==> src/verilog/sync_rx_pkg.sv <==
package sync_rx_pkg;

// ----------------------------------------
// Register byte offsets
// ----------------------------------------
localparam logic [7:0] OFF_CMD  = 8'h00;
localparam logic [7:0] OFF_INTC = 8'h04;
localparam logic [7:0] OFF_DATA = 8'h08;
localparam logic [7:0] OFF_RXC  = 8'h0c;
localparam logic [7:0] OFF_MODE = 8'h10;
localparam logic [7:0] OFF_TXC  = 8'h14;
localparam logic [7:0] OFF_SYN1 = 8'h18;
localparam logic [7:0] OFF_SYN2 = 8'h1c;
localparam logic [7:0] OFF_LSR  = 8'h20;
localparam logic [7:0] OFF_ESR  = 8'h24;
localparam logic [7:0] OFF_EXT  = 8'h28;
localparam logic [7:0] REG_RST  = 8'h00;

// ----------------------------------------
// Field positions
// ----------------------------------------
localparam int RXC_EN    = 0;
localparam int RXC_INH   = 1;
localparam int RXC_CRC   = 3;
localparam int RXC_HUNT  = 4;
localparam int RXC_AUTO  = 5;
localparam int MODE_PAR  = 0;
localparam int MODE_EVEN = 1;
localparam int MODE_S12  = 4;
localparam int TXC_C16   = 2;
localparam int TXC_DTR   = 7;
localparam int EXT_SHORT = 0;
localparam int EXT_PRE   = 7;
localparam int INTC_EXT  = 0;
localparam int INTC_PAR  = 2;
localparam int INTC_DREQ = 6;
localparam int LSR_AVAIL = 0;
localparam int LSR_CD    = 3;
localparam int LSR_HUNT  = 4;
localparam int ESR_PAR   = 4;
localparam int ESR_OVR   = 5;
localparam int ESR_CRC   = 6;

// ----------------------------------------
// Codes and constants
// ----------------------------------------
localparam logic [1:0]  SYNC_EXT     = 2'h3;
localparam logic [1:0]  CMD_CRC_RST  = 2'h1;
localparam logic [2:0]  CMD_EXT_RST  = 3'h2;
localparam logic [2:0]  CMD_ERR_RST  = 3'h6;
localparam logic [15:0] POLY_CRC16   = 16'h8005;
localparam logic [15:0] POLY_CCITT   = 16'h1021;
localparam logic [15:0] CRC_ONES     = 16'hffff;
localparam logic [15:0] CRC_ZEROS    = 16'h0000;
localparam logic [1:0]  RESP_OKAY    = 2'h0;
localparam logic [1:0]  RESP_SLVERR  = 2'h2;

typedef struct packed {
    logic crc;
    logic ovr;
    logic par;
} rx_err_t;

typedef enum logic [2:0] {
    ST_OFF  = 3'b001,
    ST_HUNT = 3'b010,
    ST_ASM  = 3'b100
} rx_state_t;

endpackage : sync_rx_pkg
==> src/verilog/byte_sync_receiver.sv <==
// The AXI4-Lite register port and the placing of the registers were chosen for this implementation.
`timescale 1ns/1ps
`default_nettype none
module byte_sync_receiver
    import sync_rx_pkg::*;
(
    // Clock and reset
    input  wire logic        aclk,
    input  wire logic        aresetn,
    // AXI4-Lite write
    input  wire logic [7:0]  awaddr,
    input  wire logic        awvalid,
    output logic             awready,
    input  wire logic [31:0] wdata,
    input  wire logic [3:0]  wstrb,
    input  wire logic        wvalid,
    output logic             wready,
    output logic [1:0]       bresp,
    output logic             bvalid,
    input  wire logic        bready,
    // AXI4-Lite read
    input  wire logic [7:0]  araddr,
    input  wire logic        arvalid,
    output logic             arready,
    output logic [31:0]      rdata,
    output logic [1:0]       rresp,
    output logic             rvalid,
    input  wire logic        rready,
    // Line
    input  wire logic        rxc_pin,
    input  wire logic        rxd_pin,
    input  wire logic        sync_pin_i,
    output logic             sync_pin_o,
    output logic             sync_pin_oe,
    input  wire logic        carrier_detect_pin,
    output logic             dtr_req_n,
    input  wire logic        tx_dma_req,
    // Condition outputs
    output logic             special_rx_int,
    output logic             ext_status_int
);

// ----------------------------------------
// Input synchronisers
// ----------------------------------------
logic [2:0] rxc_q;
logic [1:0] rxd_q, syn_q, cd_q;
always_ff @(posedge aclk) begin
    if (!aresetn) begin
        rxc_q <= 3'h0;
        rxd_q <= 2'h0;
        syn_q <= 2'h3;
        cd_q  <= 2'h3;
    end else begin
        rxc_q <= {rxc_q[1:0], rxc_pin};
        rxd_q <= {rxd_q[0], rxd_pin};
        syn_q <= {syn_q[0], sync_pin_i};
        cd_q  <= {cd_q[0], carrier_detect_pin};
    end
end
wire bit_tick = rxc_q[1] & ~rxc_q[2];
wire rxd_s    = rxd_q[1];
wire sync_s   = syn_q[1];
wire cd_s     = cd_q[1];

// ----------------------------------------
// Bus slave
// ----------------------------------------
logic [7:0] intc_r, rxc_r, mode_r, txc_r, syn1_r, syn2_r, ext_r;
logic [7:0] awaddr_r, wdata_r;
logic       awv_r, wv_r, wstb_r, bvalid_r, rvalid_r;
logic [1:0] bresp_r, rresp_r;
logic [31:0] rdata_r;

assign awready = ~awv_r & ~bvalid_r;
assign wready  = ~wv_r & ~bvalid_r;
assign arready = ~rvalid_r;
assign bvalid  = bvalid_r;
assign bresp   = bresp_r;
assign rvalid  = rvalid_r;
assign rresp   = rresp_r;
assign rdata   = rdata_r;

wire wr_fire = awv_r & wv_r & ~bvalid_r;
wire rd_fire = arvalid & ~rvalid_r;
wire wr_map  = awaddr_r == OFF_CMD || awaddr_r == OFF_INTC || awaddr_r == OFF_RXC
            || awaddr_r == OFF_MODE || awaddr_r == OFF_TXC || awaddr_r == OFF_SYN1
            || awaddr_r == OFF_SYN2 || awaddr_r == OFF_EXT;
wire we       = wr_fire & wstb_r;
wire we_cmd   = we && awaddr_r == OFF_CMD;
wire hunt_cmd = we && awaddr_r == OFF_RXC && wdata_r[RXC_HUNT];
wire crc_cmd  = we_cmd && wdata_r[7:6] == CMD_CRC_RST;
wire err_cmd  = we_cmd && wdata_r[5:3] == CMD_ERR_RST;
wire estat_cmd = we_cmd && wdata_r[5:3] == CMD_EXT_RST;

always_ff @(posedge aclk) begin
    if (!aresetn) begin
        awv_r <= 1'b0;
        wv_r <= 1'b0;
        awaddr_r <= 8'h00;
        wdata_r <= 8'h00;
        wstb_r <= 1'b0;
        bvalid_r <= 1'b0;
        bresp_r <= RESP_OKAY;
    end else begin
        if (awvalid && awready) begin
            awv_r <= 1'b1;
            awaddr_r <= awaddr;
        end
        if (wvalid && wready) begin
            wv_r <= 1'b1;
            wdata_r <= wdata[7:0];
            wstb_r <= wstrb[0];
        end
        if (wr_fire) begin
            awv_r <= 1'b0;
            wv_r <= 1'b0;
            bvalid_r <= 1'b1;
            bresp_r <= wr_map ? RESP_OKAY : RESP_SLVERR;
        end else if (bready) begin
            bvalid_r <= 1'b0;
        end
    end
end

// Enter-hunt bit is a command and never stored
always_ff @(posedge aclk) begin
    if (!aresetn) begin
        intc_r <= REG_RST;
        rxc_r  <= REG_RST;
        mode_r <= REG_RST;
        txc_r  <= REG_RST;
        syn1_r <= REG_RST;
        syn2_r <= REG_RST;
        ext_r  <= REG_RST;
    end else if (we) begin
        if (awaddr_r == OFF_INTC) intc_r <= wdata_r;
        if (awaddr_r == OFF_RXC)  rxc_r  <= wdata_r & 8'hef;
        if (awaddr_r == OFF_MODE) mode_r <= wdata_r;
        if (awaddr_r == OFF_TXC)  txc_r  <= wdata_r;
        if (awaddr_r == OFF_SYN1) syn1_r <= wdata_r;
        if (awaddr_r == OFF_SYN2) syn2_r <= wdata_r;
        if (awaddr_r == OFF_EXT)  ext_r  <= wdata_r;
    end
end

// ----------------------------------------
// Character framing
// ----------------------------------------
rx_state_t  state_r, state_nxt;
logic [15:0] shift_r;
logic [3:0] bit_cnt_r, pend_r;
logic       pend_par_r, sync_lo_r;

wire        ext_mode  = mode_r[5:4] == SYNC_EXT;
wire        rx_go     = rxc_r[RXC_EN] & ~(rxc_r[RXC_AUTO] & cd_s);
wire [3:0]  char_len  = {2'b00, rxc_r[7:6]} + 4'd5;
wire [3:0]  total     = char_len + {3'b000, mode_r[MODE_PAR]};
wire [15:0] shift_nxt = {rxd_s, shift_r[15:1]};
wire        m16 = shift_nxt == {syn2_r, syn1_r};
wire        m12 = shift_nxt[15:4] == {syn2_r, syn1_r[7:4]};
wire        m8  = shift_nxt[15:8] == syn2_r;
wire        m6  = shift_nxt[15:10] == syn2_r[5:0];
wire        sync_hit = mode_r[MODE_S12] ? (ext_r[EXT_SHORT] ? m12 : m16)
                                        : (ext_r[EXT_SHORT] ? m6 : m8);
wire        hunting  = state_r != ST_ASM;
wire        hunt_bit = ext_mode ? sync_s : hunting;
wire        lock_ext = ext_mode & ~sync_s;
wire        char_end = state_r == ST_ASM && bit_tick && bit_cnt_r + 4'd1 == total;
wire [8:0]  par_mask = 9'h1ff << (4'd9 - total);
wire        par_x    = ^(shift_nxt[15:7] & par_mask);
wire        par_bad  = mode_r[MODE_PAR] & (par_x ^ ~mode_r[MODE_EVEN]);
// Short characters wait so the upper bits are the bits that follow
wire        pend_go  = bit_tick && pend_r == 4'd1;
wire        long_go  = char_end && total >= 4'd8;
wire        load     = pend_go | long_go;
wire [7:0]  char8    = (long_go && total == 4'd9) ? shift_nxt[14:7] : shift_nxt[15:8];
wire        load_par = long_go ? par_bad : pend_par_r;
wire        strip    = rxc_r[RXC_INH] && char8 == syn1_r;
wire        wr_buf   = load & ~strip;

always_comb begin
    state_nxt = state_r;
    case (state_r)
        ST_OFF: state_nxt = ST_HUNT;
        ST_HUNT: begin
            if (bit_tick && (ext_mode ? lock_ext : sync_hit)) begin
                state_nxt = ST_ASM;
            end
        end
        ST_ASM: begin
            if (hunt_cmd) state_nxt = ST_HUNT;
        end
        default: state_nxt = ST_OFF;
    endcase
    if (!rx_go) state_nxt = ST_OFF;
end

always_ff @(posedge aclk) begin
    if (!aresetn) begin
        state_r <= ST_OFF;
        shift_r <= 16'h0000;
        bit_cnt_r <= 4'h0;
        pend_r <= 4'h0;
        pend_par_r <= 1'b0;
    end else begin
        state_r <= state_nxt;
        if (bit_tick) shift_r <= shift_nxt;
        if (state_nxt != ST_ASM) begin
            bit_cnt_r <= 4'h0;
            pend_r <= 4'h0;
        end else if (state_r != ST_ASM) begin
            bit_cnt_r <= ext_mode ? 4'h1 : 4'h0;
        end else if (bit_tick) begin
            bit_cnt_r <= char_end ? 4'h0 : bit_cnt_r + 4'd1;
            if (char_end && total < 4'd8) begin
                pend_r <= 4'd8 - total;
                pend_par_r <= par_bad;
            end else if (pend_r != 4'h0) begin
                pend_r <= pend_r - 4'd1;
            end
        end
    end
end

// While the receiver runs outside external sync mode, any match drives the pin, even mid-character
always_ff @(posedge aclk) begin
    if (!aresetn) begin
        sync_lo_r <= 1'b0;
    end else if (ext_mode || !rx_go) begin
        sync_lo_r <= 1'b0;
    end else if (bit_tick) begin
        sync_lo_r <= sync_hit;
    end
end
assign sync_pin_o  = ~sync_lo_r;
assign sync_pin_oe = ~ext_mode;

// ----------------------------------------
// Data buffer, errors and checker
// ----------------------------------------
logic [7:0]  data_r, dly_r;
logic        valid_r, first_r, hunt_q_r, estat_r;
logic [15:0] crc_r, crc_step;
rx_err_t     err_r;

wire        pop     = rd_fire && araddr == OFF_DATA;
wire [15:0] preset  = ext_r[EXT_PRE] ? CRC_ONES : CRC_ZEROS;
wire        crc_use = rxc_r[RXC_CRC] & first_r;

crc_byte u_crc (
    .crc_in  (crc_r),
    .data    (dly_r),
    .poly16  (txc_r[TXC_C16]),
    .crc_out (crc_step)
);

always_ff @(posedge aclk) begin
    if (!aresetn) begin
        crc_r <= CRC_ZEROS;
        dly_r <= 8'h00;
        first_r <= 1'b0;
    end else begin
        if (hunting || crc_cmd) begin
            crc_r <= preset;
        end else if (wr_buf && crc_use) begin
            crc_r <= crc_step;
        end
        if (hunting) first_r <= 1'b0;
        else if (wr_buf) first_r <= 1'b1;
        if (wr_buf) dly_r <= char8;
    end
end

always_ff @(posedge aclk) begin
    if (!aresetn) begin
        data_r <= 8'h00;
        valid_r <= 1'b0;
        err_r <= '0;
    end else begin
        if (wr_buf) begin
            data_r <= char8;
            err_r.crc <= |crc_r;
        end
        if (wr_buf) valid_r <= 1'b1;
        else if (pop) valid_r <= 1'b0;
        // A new error beats a simultaneous reset command
        if (wr_buf && load_par) err_r.par <= 1'b1;
        else if (err_cmd) err_r.par <= 1'b0;
        if (wr_buf && valid_r && !pop) err_r.ovr <= 1'b1;
        else if (err_cmd) err_r.ovr <= 1'b0;
    end
end

always_ff @(posedge aclk) begin
    if (!aresetn) begin
        hunt_q_r <= 1'b1;
        estat_r <= 1'b0;
    end else begin
        hunt_q_r <= hunt_bit;
        if (hunt_q_r != hunt_bit) estat_r <= 1'b1;
        else if (estat_cmd) estat_r <= 1'b0;
    end
end

assign special_rx_int = intc_r[INTC_PAR] & err_r.par;
assign ext_status_int = intc_r[INTC_EXT] & estat_r;
assign dtr_req_n = intc_r[INTC_DREQ] ? ~tx_dma_req : ~txc_r[TXC_DTR];

// ----------------------------------------
// Read path
// ----------------------------------------
logic [7:0] lsr, esr, rd_byte;
logic       rd_map;
always_comb begin
    lsr = 8'h00;
    lsr[LSR_AVAIL] = valid_r;
    lsr[LSR_CD] = cd_s;
    lsr[LSR_HUNT] = hunt_bit;
    esr = 8'h00;
    esr[ESR_PAR] = err_r.par;
    esr[ESR_OVR] = err_r.ovr;
    esr[ESR_CRC] = err_r.crc;
    rd_map = 1'b1;
    case (araddr)
        OFF_CMD:  rd_byte = 8'h00;
        OFF_INTC: rd_byte = intc_r;
        OFF_DATA: rd_byte = data_r;
        OFF_RXC:  rd_byte = rxc_r;
        OFF_MODE: rd_byte = mode_r;
        OFF_TXC:  rd_byte = txc_r;
        OFF_SYN1: rd_byte = syn1_r;
        OFF_SYN2: rd_byte = syn2_r;
        OFF_LSR:  rd_byte = lsr;
        OFF_ESR:  rd_byte = esr;
        OFF_EXT:  rd_byte = ext_r;
        default: begin
            rd_byte = 8'h00;
            rd_map = 1'b0;
        end
    endcase
end

always_ff @(posedge aclk) begin
    if (!aresetn) begin
        rvalid_r <= 1'b0;
        rdata_r <= 32'h0000_0000;
        rresp_r <= RESP_OKAY;
    end else if (rd_fire) begin
        rvalid_r <= 1'b1;
        rdata_r <= {24'h000000, rd_byte};
        rresp_r <= rd_map ? RESP_OKAY : RESP_SLVERR;
    end else if (rready) begin
        rvalid_r <= 1'b0;
    end
end
endmodule : byte_sync_receiver
`default_nettype wire

==> src/verilog/crc_byte.sv <==
`timescale 1ns/1ps
`default_nettype none
module crc_byte
    import sync_rx_pkg::*;
(
    // Step
    input  wire logic [15:0] crc_in,
    input  wire logic [7:0]  data,
    input  wire logic        poly16,
    output logic      [15:0] crc_out
);
    // Data enters least significant bit first, as it came off the line
    always_comb begin
        logic [15:0] c;
        logic [15:0] p;
        c = crc_in;
        p = poly16 ? POLY_CRC16 : POLY_CCITT;
        for (int i = 0; i < 8; i++) begin
            if (c[15] ^ data[i]) begin
                c = {c[14:0], 1'b0} ^ p;
            end else begin
                c = {c[14:0], 1'b0};
            end
        end
        crc_out = c;
    end
endmodule : crc_byte
`default_nettype wire

==> config.mk <==
export PLATFORM = sky130hd
export DESIGN_NAME = byte_sync_receiver
export DESIGN_NICKNAME = d
export VERILOG_FILES = /design/src/verilog/sync_rx_pkg.sv /design/src/verilog/byte_sync_receiver.sv /design/src/verilog/crc_byte.sv
export SDC_FILE = /design/constraint.sdc
export NUM_CORES = 1
export LEC_CHECK = 0
export ABC_CLOCK_PERIOD_IN_PS = 3900
export BUFFER_PORTS_ARGS = -buffer_cell sky130_fd_sc_hd__buf_2
export CAP_MARGIN = 20
export CORE_MARGIN = 2
export CORE_UTILIZATION = 30
export DETAILED_ROUTE_END_ITERATION = 8
export SETUP_SLACK_MARGIN = 0.1
export SKIP_CTS_REPAIR_TIMING = 1
export SYNTH_ARGS = -nofsm -noshare
export SYNTH_HDL_FRONTEND = slang
export SYNTH_SLANG_ARGS = --single-unit
==> constraint.sdc <==
create_clock -name aclk -period 3.9 [get_ports aclk]
set_input_delay 0.78 -clock aclk [delete_from_list [all_inputs] [get_ports aclk]]
set_output_delay 0.78 -clock aclk [all_outputs]
set_load 0.02 [all_outputs]
==> flow_summary.toml, run 1 <==
[status]
outcome = "finished with violations"
violations = "design-rule violations"

[setup_path]
cp_max_fo = 14
critPathKind = "reg2reg"
arrival_ns = 3.84
startpoint_type = "flip-flop"
critPathRequiredTime_ns = 4.23
critPathCaptureType = "flip-flop"

[place]
dpl_cell_area_mm2 = 0.00850
numPortBuffers = 56
globalplace.congestion = 0.842
dp_slack_ns = 0.387
dp.cells = 1289
dp_hpwl_mm = 15.3

[clock_network]
clk_pin_slew_ns = 0.07
htree_levels = 4
cts_root_buffer = "clkbuf_16"
cts_tree = "yes"
clk_latency_ns = 0.44
cts_buffer_depth = 2
clock-sinks = 154
cts_made_buffers = 17

[synth]
synth.distinct_cells = 63
synth_compound_area_share_pct = 16.3
syn-cell-area_mm2 = 0.00800
synth.top_cell.area_share_pct = 38.6
yosys_register_bits = 154
synth-main-ff-cell = "dfxtp_1"
synth_top_family_by_area = "simple AND/OR/NAND/NOR gates"
synth-simple-area-share_pct = 19.4
yosysSeqAreaShare_pct = 38.6
yosys.area_share.xor_xnor_pct = 9.08
yosysTopAreaCell = "dfxtp_1"
synth.area.top_cells = "dfxtp_1 39%, mux2i_1 8.1%, nor2_1 6.0%"
synthTopCellsByCount = "154 x dfxtp_1, 128 x nor2_1, 99 x nand2_1"
netlist_instances = 936
ys_async_sr_fraction_pct = 0
synthAdderAreaFrac_pct = 1.97
syn_area_per_cell_um2 = 8.54
synth_edf_count = 0
synth_mux_area_share_pct = 8.14
yosysMostFrequentCell = "dfxtp_1"
yosysWarnings = 0

[global_routing]
first_global_vias = 6137
use_met2_pct = 23.6
grtUsageTotal_pct = 15.5
grt_max_degree = 85
overflow = 0
grt_pass1_wl_mm = 34.2
grtUsageMet3_pct = 3.24
antenna_found_initial = 0
grt.busiest_layer = "met2"
grt_use_met1_pct = 21.6

[timing]
drv_slew = 0
max-slew-margin-rel_pct = 42.5
hold_ws_ns = 0.425
layout_min_cycle_time_ns = 3.52
hold_viol = 0
worst_slack_ns = 0.384
worst_pin_slew_ns = 0.860
setup_viol_count_final = 0
tns_ns = 0
grt_setup_unrepaired = "no"
fin_crit_sh_pct = 90.2
fmax_mhz = 284
fin_skew_ns = 0.0141

[layout]
n_fill_cell = 2745
fin_nets = 1049
drive_gt1_share_pct = 11.7
final_util_pct = 34.8
final_cells = 1321
multi_input_area_mm2 = 0.00449
n_antenna_cell = 0
syn_to_final_growth_pct = 13.6
regArea_mm2 = 0.00308
fin_area_mm2 = 0.00909

[power_and_ir_drop]
p_leak_nw = 3.40
pwr_density_cell_mw_per_mm2 = 380
ir_drop_uv = 179
fin_total_pwr_mw = 3.46

[die]
rows = 59
chipWidth_um = 167
fp.dieH_um = 167
initial_core_util_pct = 30.6
core-area_mm2 = 0.0261
ios = 110
die_area_mm2 = 0.0280

[job]
cap_viol_max_count = 0

[route]
firstDrtPassIters = 8
num_vias = 6642
antenna_left = 0
via_per_inst = 5.03
routedWlPerCell_um = 16.2
first_iter_violations = 569
drc = 6
finalWirelength_mm = 21.4

[worst_hold_path]
hp-class = "reg2reg"
-- power breakdown --
group | switching (mW) | leakage [nW] | internal [mW] | total (mW)
registers | 0.0298 | 1.25 | 1.59 | 1.62
logic | 0.121 | 1.87 | 0.0526 | 0.173
clock network | 0.751 | 0.288 | 0.909 | 1.66
total | 0.901 | 3.40 | 2.56 | 3.46
-- cells by family (layout without fill, tap and decap cells) --
kind of cell | Yosys count | in the layout
simple gates | 336 | 336
compound gates | 184 | 184
flops | 154 | 154
buf+inv | 106 | 131
xor+xnor | 78 | 78
mux | 65 | 65
fa+ha+maj | 12 | 12
other cells | 1 | 26
-- layout make-up --
cell class                 count  area share (%)
timing repair buffer          70            4.38
clock buffer                  18            4.72
inverter                      29            1.21
tap                          335            4.61
sequential                   154            33.9
multi-input combinational    701            49.4
clock inverter                14            1.71
-- placed cells by master (no fill, tap or decap), types with 10 or more instances in the layout --
master     Yosys  final
o21ai_0       20     20
nor3_1        11     11
xnor2_1       51     51
nand4_1       13     13
clkbuf_16      0     17
nor2_1       128    128
nand2b_1      17     17
inv_1         28     28
dfxtp_1      154    154
conb_1         1     26
a22oi_1       21     21
a21oi_1       67     67
nand3_1       20     20
ha_1          11     11
a211oi_1      12     12
mux2i_1       65     65
xor2_1        24     24
nand2_1       99     99
buf_2          4     56
o221a_1       10     10
a222oi_1      10     10
buf_4         26     13
and2_1        11     11
-- state kept, by name, summed over array words and instances (netlist names), 2 cells and up --
| register | cells |
|---|---|
| syn1_r | 8 |
| shift_r | 15 |
| data_r | 8 |
| crc_r | 16 |
| syn2_r | 8 |
| rxc_r | 7 |
| wdata_r | 8 |
| syn_q | 2 |
| state_r | 3 |
| ext_r | 8 |
| cd_q | 2 |
| awaddr_r | 8 |
| bit_cnt_r | 4 |
| intc_r | 8 |
| rdata | 8 |
| rxc_q | 3 |
| txc_r | 8 |
| mode_r | 8 |
| err_r | 3 |
| pend_r | 4 |
| rxd_q | 2 |
-- layer usage --
layer	routed length, um	vias to the layer above
met5	0	-
met4	456	0
met3	1130	30
met2	9600	173
met1	10200	3159
li1	-	3280
-- worst paths after layout --
path / startpoint / endpoint / slack [ns] / depth (start not counted)
max reg2reg: rxc_r[6] / crc_r[2] / 0.38 / 12
max: rxc_r[6] / crc_r[2] / 0.38 / 12
min: syn_q[0] / syn_q[1] / 0.42 / 1
min reg2reg: syn_q[0] / syn_q[1] / 0.42 / 1
-- critical path, cell delays in order (launching register included) --
cell,delay (ns)
dfxtp_1,0.38
inv_1,0.06
ha_1,0.25
ha_1,0.34
xor2_1,0.16
nor3_2,0.29
nor4b_4,0.24
buf_4,0.29
mux2i_1,0.15
a2111oi_4,0.49
a21oi_4,0.19
nand2b_4,0.24
o221a_2,0.30
Note: power is estimated with default switching activity, not from simulation.
==> run 2: changes to the inputs <==
--- a/config.mk
+++ b/config.mk
@@ -11,6 +11,7 @@
 export CORE_MARGIN = 2
 export CORE_UTILIZATION = 30
 export DETAILED_ROUTE_END_ITERATION = 8
+export PLACE_DENSITY_LB_ADDON = 0.1
 export SETUP_SLACK_MARGIN = 0.1
 export SKIP_CTS_REPAIR_TIMING = 1
 export SYNTH_ARGS = -nofsm -noshare
==> run 2 against run 1 <==
Effect of this change: the run still ends with design-rule violations left; sequential cell count unchanged; register-to-register slack about the same; routed wire length increased by 11%; maximum frequency decreased by 0.17%; die area unchanged; critical endpoint unchanged; largest power group unchanged; first-iteration DRC count decreased by 29%; total power increased by 2.4%; setup slack got worse by 0.0061 ns.
==> flow_summary.toml, run 2 (synthesized netlist as in run 1, its figures left out) <==
[status]
outcome = "finished with violations"
violations = "design-rule violations"

[timing]
fmax_mhz = 284
tns_ns = 0
fin_crit_sh_pct = 90.3
setup_viol_count_final = 0
hold_viol = 0
layout_min_cycle_time_ns = 3.52
max-slew-margin-rel_pct = 41.9
worst_slack_ns = 0.377
grt_setup_unrepaired = "no"
fin_skew_ns = 0.0167
drv_slew = 0
worst_pin_slew_ns = 0.870

[layout]
top_regs = "crc_r (16), shift_r (15)"
drive_gt1_share_pct = 12.0
fin_nets = 1052
fin_area_mm2 = 0.00917
mostFrequentLayoutCells = "154 x dfxtp_1, 128 x nor2_1, 99 x nand2_1"
n_antenna_cell = 0
regMostFlops = "crc_r"
syn_to_final_growth_pct = 14.6
largest_reg_flops = 16
n_fill_cell = 2816
mostFrequentLayoutCell = "dfxtp_1"

[route]
finalWirelength_mm = 23.8
first_iter_violations = 405
via_per_inst = 4.94
num_vias = 6538
drc = 3
routedWlPerCell_um = 18.0
firstDrtPassIters = 9
antenna_left = 0

[setup_path]
cpMaxStageDelayCell = "a2111oi_4"
path_buf_inv = 3
critPathCaptureType = "flip-flop"
critical-path-top-delay-family = "compound AO/OA/AOI/OAI gates"
crit_start = "rxc_r[6]"
startpoint_type = "flip-flop"
rr_endpoint = "crc_r[2]"
critPathKind = "reg2reg"
r2r-start = "rxc_r[6]"
rrSetupSlack_ns = 0.38
slowest_delay_ns = 0.51
reg2reg_depth = 13
arrival_ns = 3.85
cp_cell_sequence = "inv_1 -> ha_1 -> inv_1 -> ha_1 -> xnor3_1 -> nor3_2 -> nor4b_4 -> buf_4 -> mux2i_1 -> a2111oi_4 -> a21oi_4 -> nand2b_4 -> o221a_2"
critPathRequiredTime_ns = 4.23
cp_max_fo = 14

[clock_network]
cts_tree = "yes"
htree_levels = 4
clock-sinks = 154
clk_latency_ns = 0.44
cts_buffer_depth = 2
cts_root_buffer = "clkbuf_16"
cts_made_buffers = 17
clk_pin_slew_ns = 0.08

[place]
dp_slack_ns = 0.362
numPortBuffers = 56
dp_hpwl_mm = 17.2
globalplace.congestion = 0.768
dpl_cell_area_mm2 = 0.00852

[die]
chipWidth_um = 167
core-area_mm2 = 0.0261
ios = 110
die_area_mm2 = 0.0280
initial_core_util_pct = 30.6
rows = 59
fp.dieH_um = 167

[power_and_ir_drop]
p_leak_nw = 3.44
pwr_density_cell_mw_per_mm2 = 386
fin_total_pwr_mw = 3.54
ir_drop_uv = 239

[global_routing]
grt_pass1_wl_mm = 37.5
overflow = 0
grt_max_degree = 89
antenna_found_initial = 1
first_global_vias = 6299
grtUsageTotal_pct = 17.3

[job]
cap_viol_max_count = 0

[worst_hold_path]
worstHoldPathCells = 1
min_from = "cd_q[0]"
hold_path_end = "cd_q[1]"
hp-class = "reg2reg"
-- run 2: cell count changes in the layout (fill, tap and decap cells not counted), sizes merged --
cell	before	now
buf	70	73
bufinv	1	0
clkbuf	18	17
clkinv	5	11
clkinvlp	1	0
inv	36	33
-- run 2: power by group --
group          switching [mW]  internal (mW)
clock                   0.848          0.890
sequential             0.0284           1.59
combinational           0.126         0.0534
total                    1.00           2.54
-- run 2: per-layer routing --
layer  vias to the layer above  global-route usage, %  part of all wire [%]
met2                       131                   28.4                    47
met4                         0                   4.54                   1.1
met1                      3087                   23.8                    49
met5                         -                      0                     0
li1                       3302                      -                     -
met3                        18                   2.65                   3.2
-- run 2: how the worst max path moves through the flow --
stage,endpoint,cells past startpoint
5_1_grt,crc_r[2],13
6_report,crc_r[2],13
2_1_floorplan,crc_r[10],13
4_1_cts,crc_r[2],13
3_5_place_dp,crc_r[2],13
3_3_place_gp,crc_r[2],13
-- run 2: area by class of cell --
cell class	count	area, um2	share of cell area, %
multi-input combinational	701	4490	49.0
sequential	154	3080	33.6
clock buffer	17	425	4.64
timing repair buffer	73	420	4.59
inverter	29	110	1.20
clock inverter	15	216	2.36
tap	335	419	4.57
-- run 2: worst register-to-register path: stages, from the launching register on --
cell and delay (ns):
dfxtp_1 0.38, inv_1 0.06, ha_1 0.26, inv_1 0.10, ha_1 0.22, xnor3_1 0.25
nor3_2 0.20, nor4b_4 0.23, buf_4 0.29, mux2i_1 0.17, a2111oi_4 0.51, a21oi_4 0.20
nand2b_4 0.25, o221a_2 0.31
-- run 2: per-stage QoR --
step | hold WS (ns) | instances | util [%]
floorplan | 0.386 | 961 | -
global placement | 0.405 | 1292 | 32.6
detailed placement | 0.400 | 1292 | 32.6
CTS | 0.431 | 1324 | 35.1
global route | 0.447 | 1324 | 35.1
finish | 0.417 | 1324 | 35.1
==> run 3: changes to the inputs <==
--- a/config.mk
+++ b/config.mk
@@ -8,10 +8,9 @@
 export ABC_CLOCK_PERIOD_IN_PS = 3900
 export BUFFER_PORTS_ARGS = -buffer_cell sky130_fd_sc_hd__buf_2
 export CAP_MARGIN = 20
-export CORE_MARGIN = 2
 export CORE_UTILIZATION = 30
 export DETAILED_ROUTE_END_ITERATION = 8
-export PLACE_DENSITY_LB_ADDON = 0.1
+export PLACE_DENSITY_LB_ADDON = 0.05
 export SETUP_SLACK_MARGIN = 0.1
 export SKIP_CTS_REPAIR_TIMING = 1
 export SYNTH_ARGS = -nofsm -noshare
==> run 3 against run 2 <==
Effect of this change: the run still ends with design-rule violations left; critical path depth stayed put; total power fell by 2.2%; utilization decreased by 0.14 points; global-route usage is 1.3 points higher; sequential power hardly changed; largest power group unchanged.
==> flow_summary.toml, run 3 (synthesized netlist as in run 1, its figures left out) <==
[status]
outcome = "finished with violations"
violations = "design-rule violations"

[setup_path]
critical-path-top-delay-family = "compound AO/OA/AOI/OAI gates"
rrSetupSlack_ns = 0.43
path_buf_inv = 3
slowest_delay_ns = 0.49
critPathRequiredTime_ns = 4.22
critPathKind = "reg2reg"
startpoint_type = "flip-flop"
cpMaxStageDelayCell = "a2111oi_4"
cp_max_fo = 14
critPathCaptureType = "flip-flop"
cp_cell_sequence = "inv_1 -> ha_1 -> inv_1 -> ha_1 -> xnor3_1 -> nor3_2 -> nor4b_4 -> buf_4 -> mux2i_1 -> a2111oi_4 -> a21oi_4 -> nand2b_4 -> o221a_2"
arrival_ns = 3.79

[clock_network]
cts_buffer_depth = 2
clk_pin_slew_ns = 0.07
cts_root_buffer = "clkbuf_16"
cts_made_buffers = 17
clk_latency_ns = 0.43
clock-sinks = 154
htree_levels = 4
cts_tree = "yes"

[die]
initial_core_util_pct = 30.6
chipWidth_um = 165
rows = 59
core-area_mm2 = 0.0261
die_area_mm2 = 0.0273
fp.dieH_um = 165
ios = 110

[layout]
largest_reg_flops = 16
n_antenna_cell = 0
mostFrequentLayoutCell = "dfxtp_1"
final_cells = 1326
fin_nets = 1054
syn_to_final_growth_pct = 14.2
drive_gt1_share_pct = 12.2
mostFrequentLayoutCells = "154 x dfxtp_1, 128 x nor2_1, 99 x nand2_1"
final_util_pct = 34.9
regMostFlops = "crc_r"
top_regs = "crc_r (16), shift_r (15)"

[route]
num_vias = 6611
drc = 11
firstDrtPassIters = 8
first_iter_violations = 414
antenna_left = 0
routedWlPerCell_um = 18.4
finalWirelength_mm = 24.4
via_per_inst = 4.99

[global_routing]
grt_max_degree = 65
grtUsageTotal_pct = 18.6
antenna_found_initial = 0
overflow = 0
first_global_vias = 6270
grt_pass1_wl_mm = 37.9

[timing]
setup_viol_count_final = 0
fin_skew_ns = 0.0155
fin_crit_sh_pct = 88.9
fmax_mhz = 289
layout_min_cycle_time_ns = 3.47
worst_pin_slew_ns = 0.915
tns_ns = 0
drv_slew = 0
grt_setup_unrepaired = "no"
max-slew-margin-rel_pct = 38.3
hold_viol = 0

[power_and_ir_drop]
p_leak_nw = 3.43
pwr_density_cell_mw_per_mm2 = 379
ir_drop_uv = 195
fin_total_pwr_mw = 3.46

[place]
numPortBuffers = 56
dp.cells = 1294
globalplace.congestion = 0.772
dp_hpwl_mm = 17.5

[worst_hold_path]
hp-class = "reg2reg"

[job]
cap_viol_max_count = 0
run 3: final timing paths:
check | startpoint | endpoint | cells past startpoint
setup / recovery | rxc_r[6] | crc_r[4] | 13
hold / removal | syn_q[0] | syn_q[1] | 1
setup reg to reg | rxc_r[6] | crc_r[4] | 13
hold reg to reg | syn_q[0] | syn_q[1] | 1
run 3: per-stage QoR:
stage	worst slack, ns	area [um2]	hold slack (ns)
after global routing	0.162	9130	0.450
after floorplan	0.737	8090	0.386
after global placement	0.376	8540	0.411
after detailed placement	0.358	8540	0.400
after CTS	0.310	9130	0.436
final	0.434	9130	0.431
run 3: layout make-up:
class	instances	area [um2]
fillers	2805	17000
multi-input cells	701	4490
flip-flops and latches	154	3080
repair buffers	75	435
clock buffers	17	425
well taps	335	419
clock inverters	15	165
inverters	29	110
run 3: power by group:
part,switching [mW],internal (mW),leakage (nW)
combinational,0.127,0.0535,1.89
clock,0.798,0.862,0.287
sequential,0.0273,1.59,1.25
total,0.952,2.51,3.43
run 3: layer usage:
layer | routed length, um | track usage [%] | vias to the layer above
met2 | 11400 | 30.6 | 122
met4 | 189 | 4.05 | 0
met5 | 0 | 0 | -
met1 | 12100 | 25.6 | 3177
met3 | 735 | 2.75 | 14
li1 | - | - | 3298
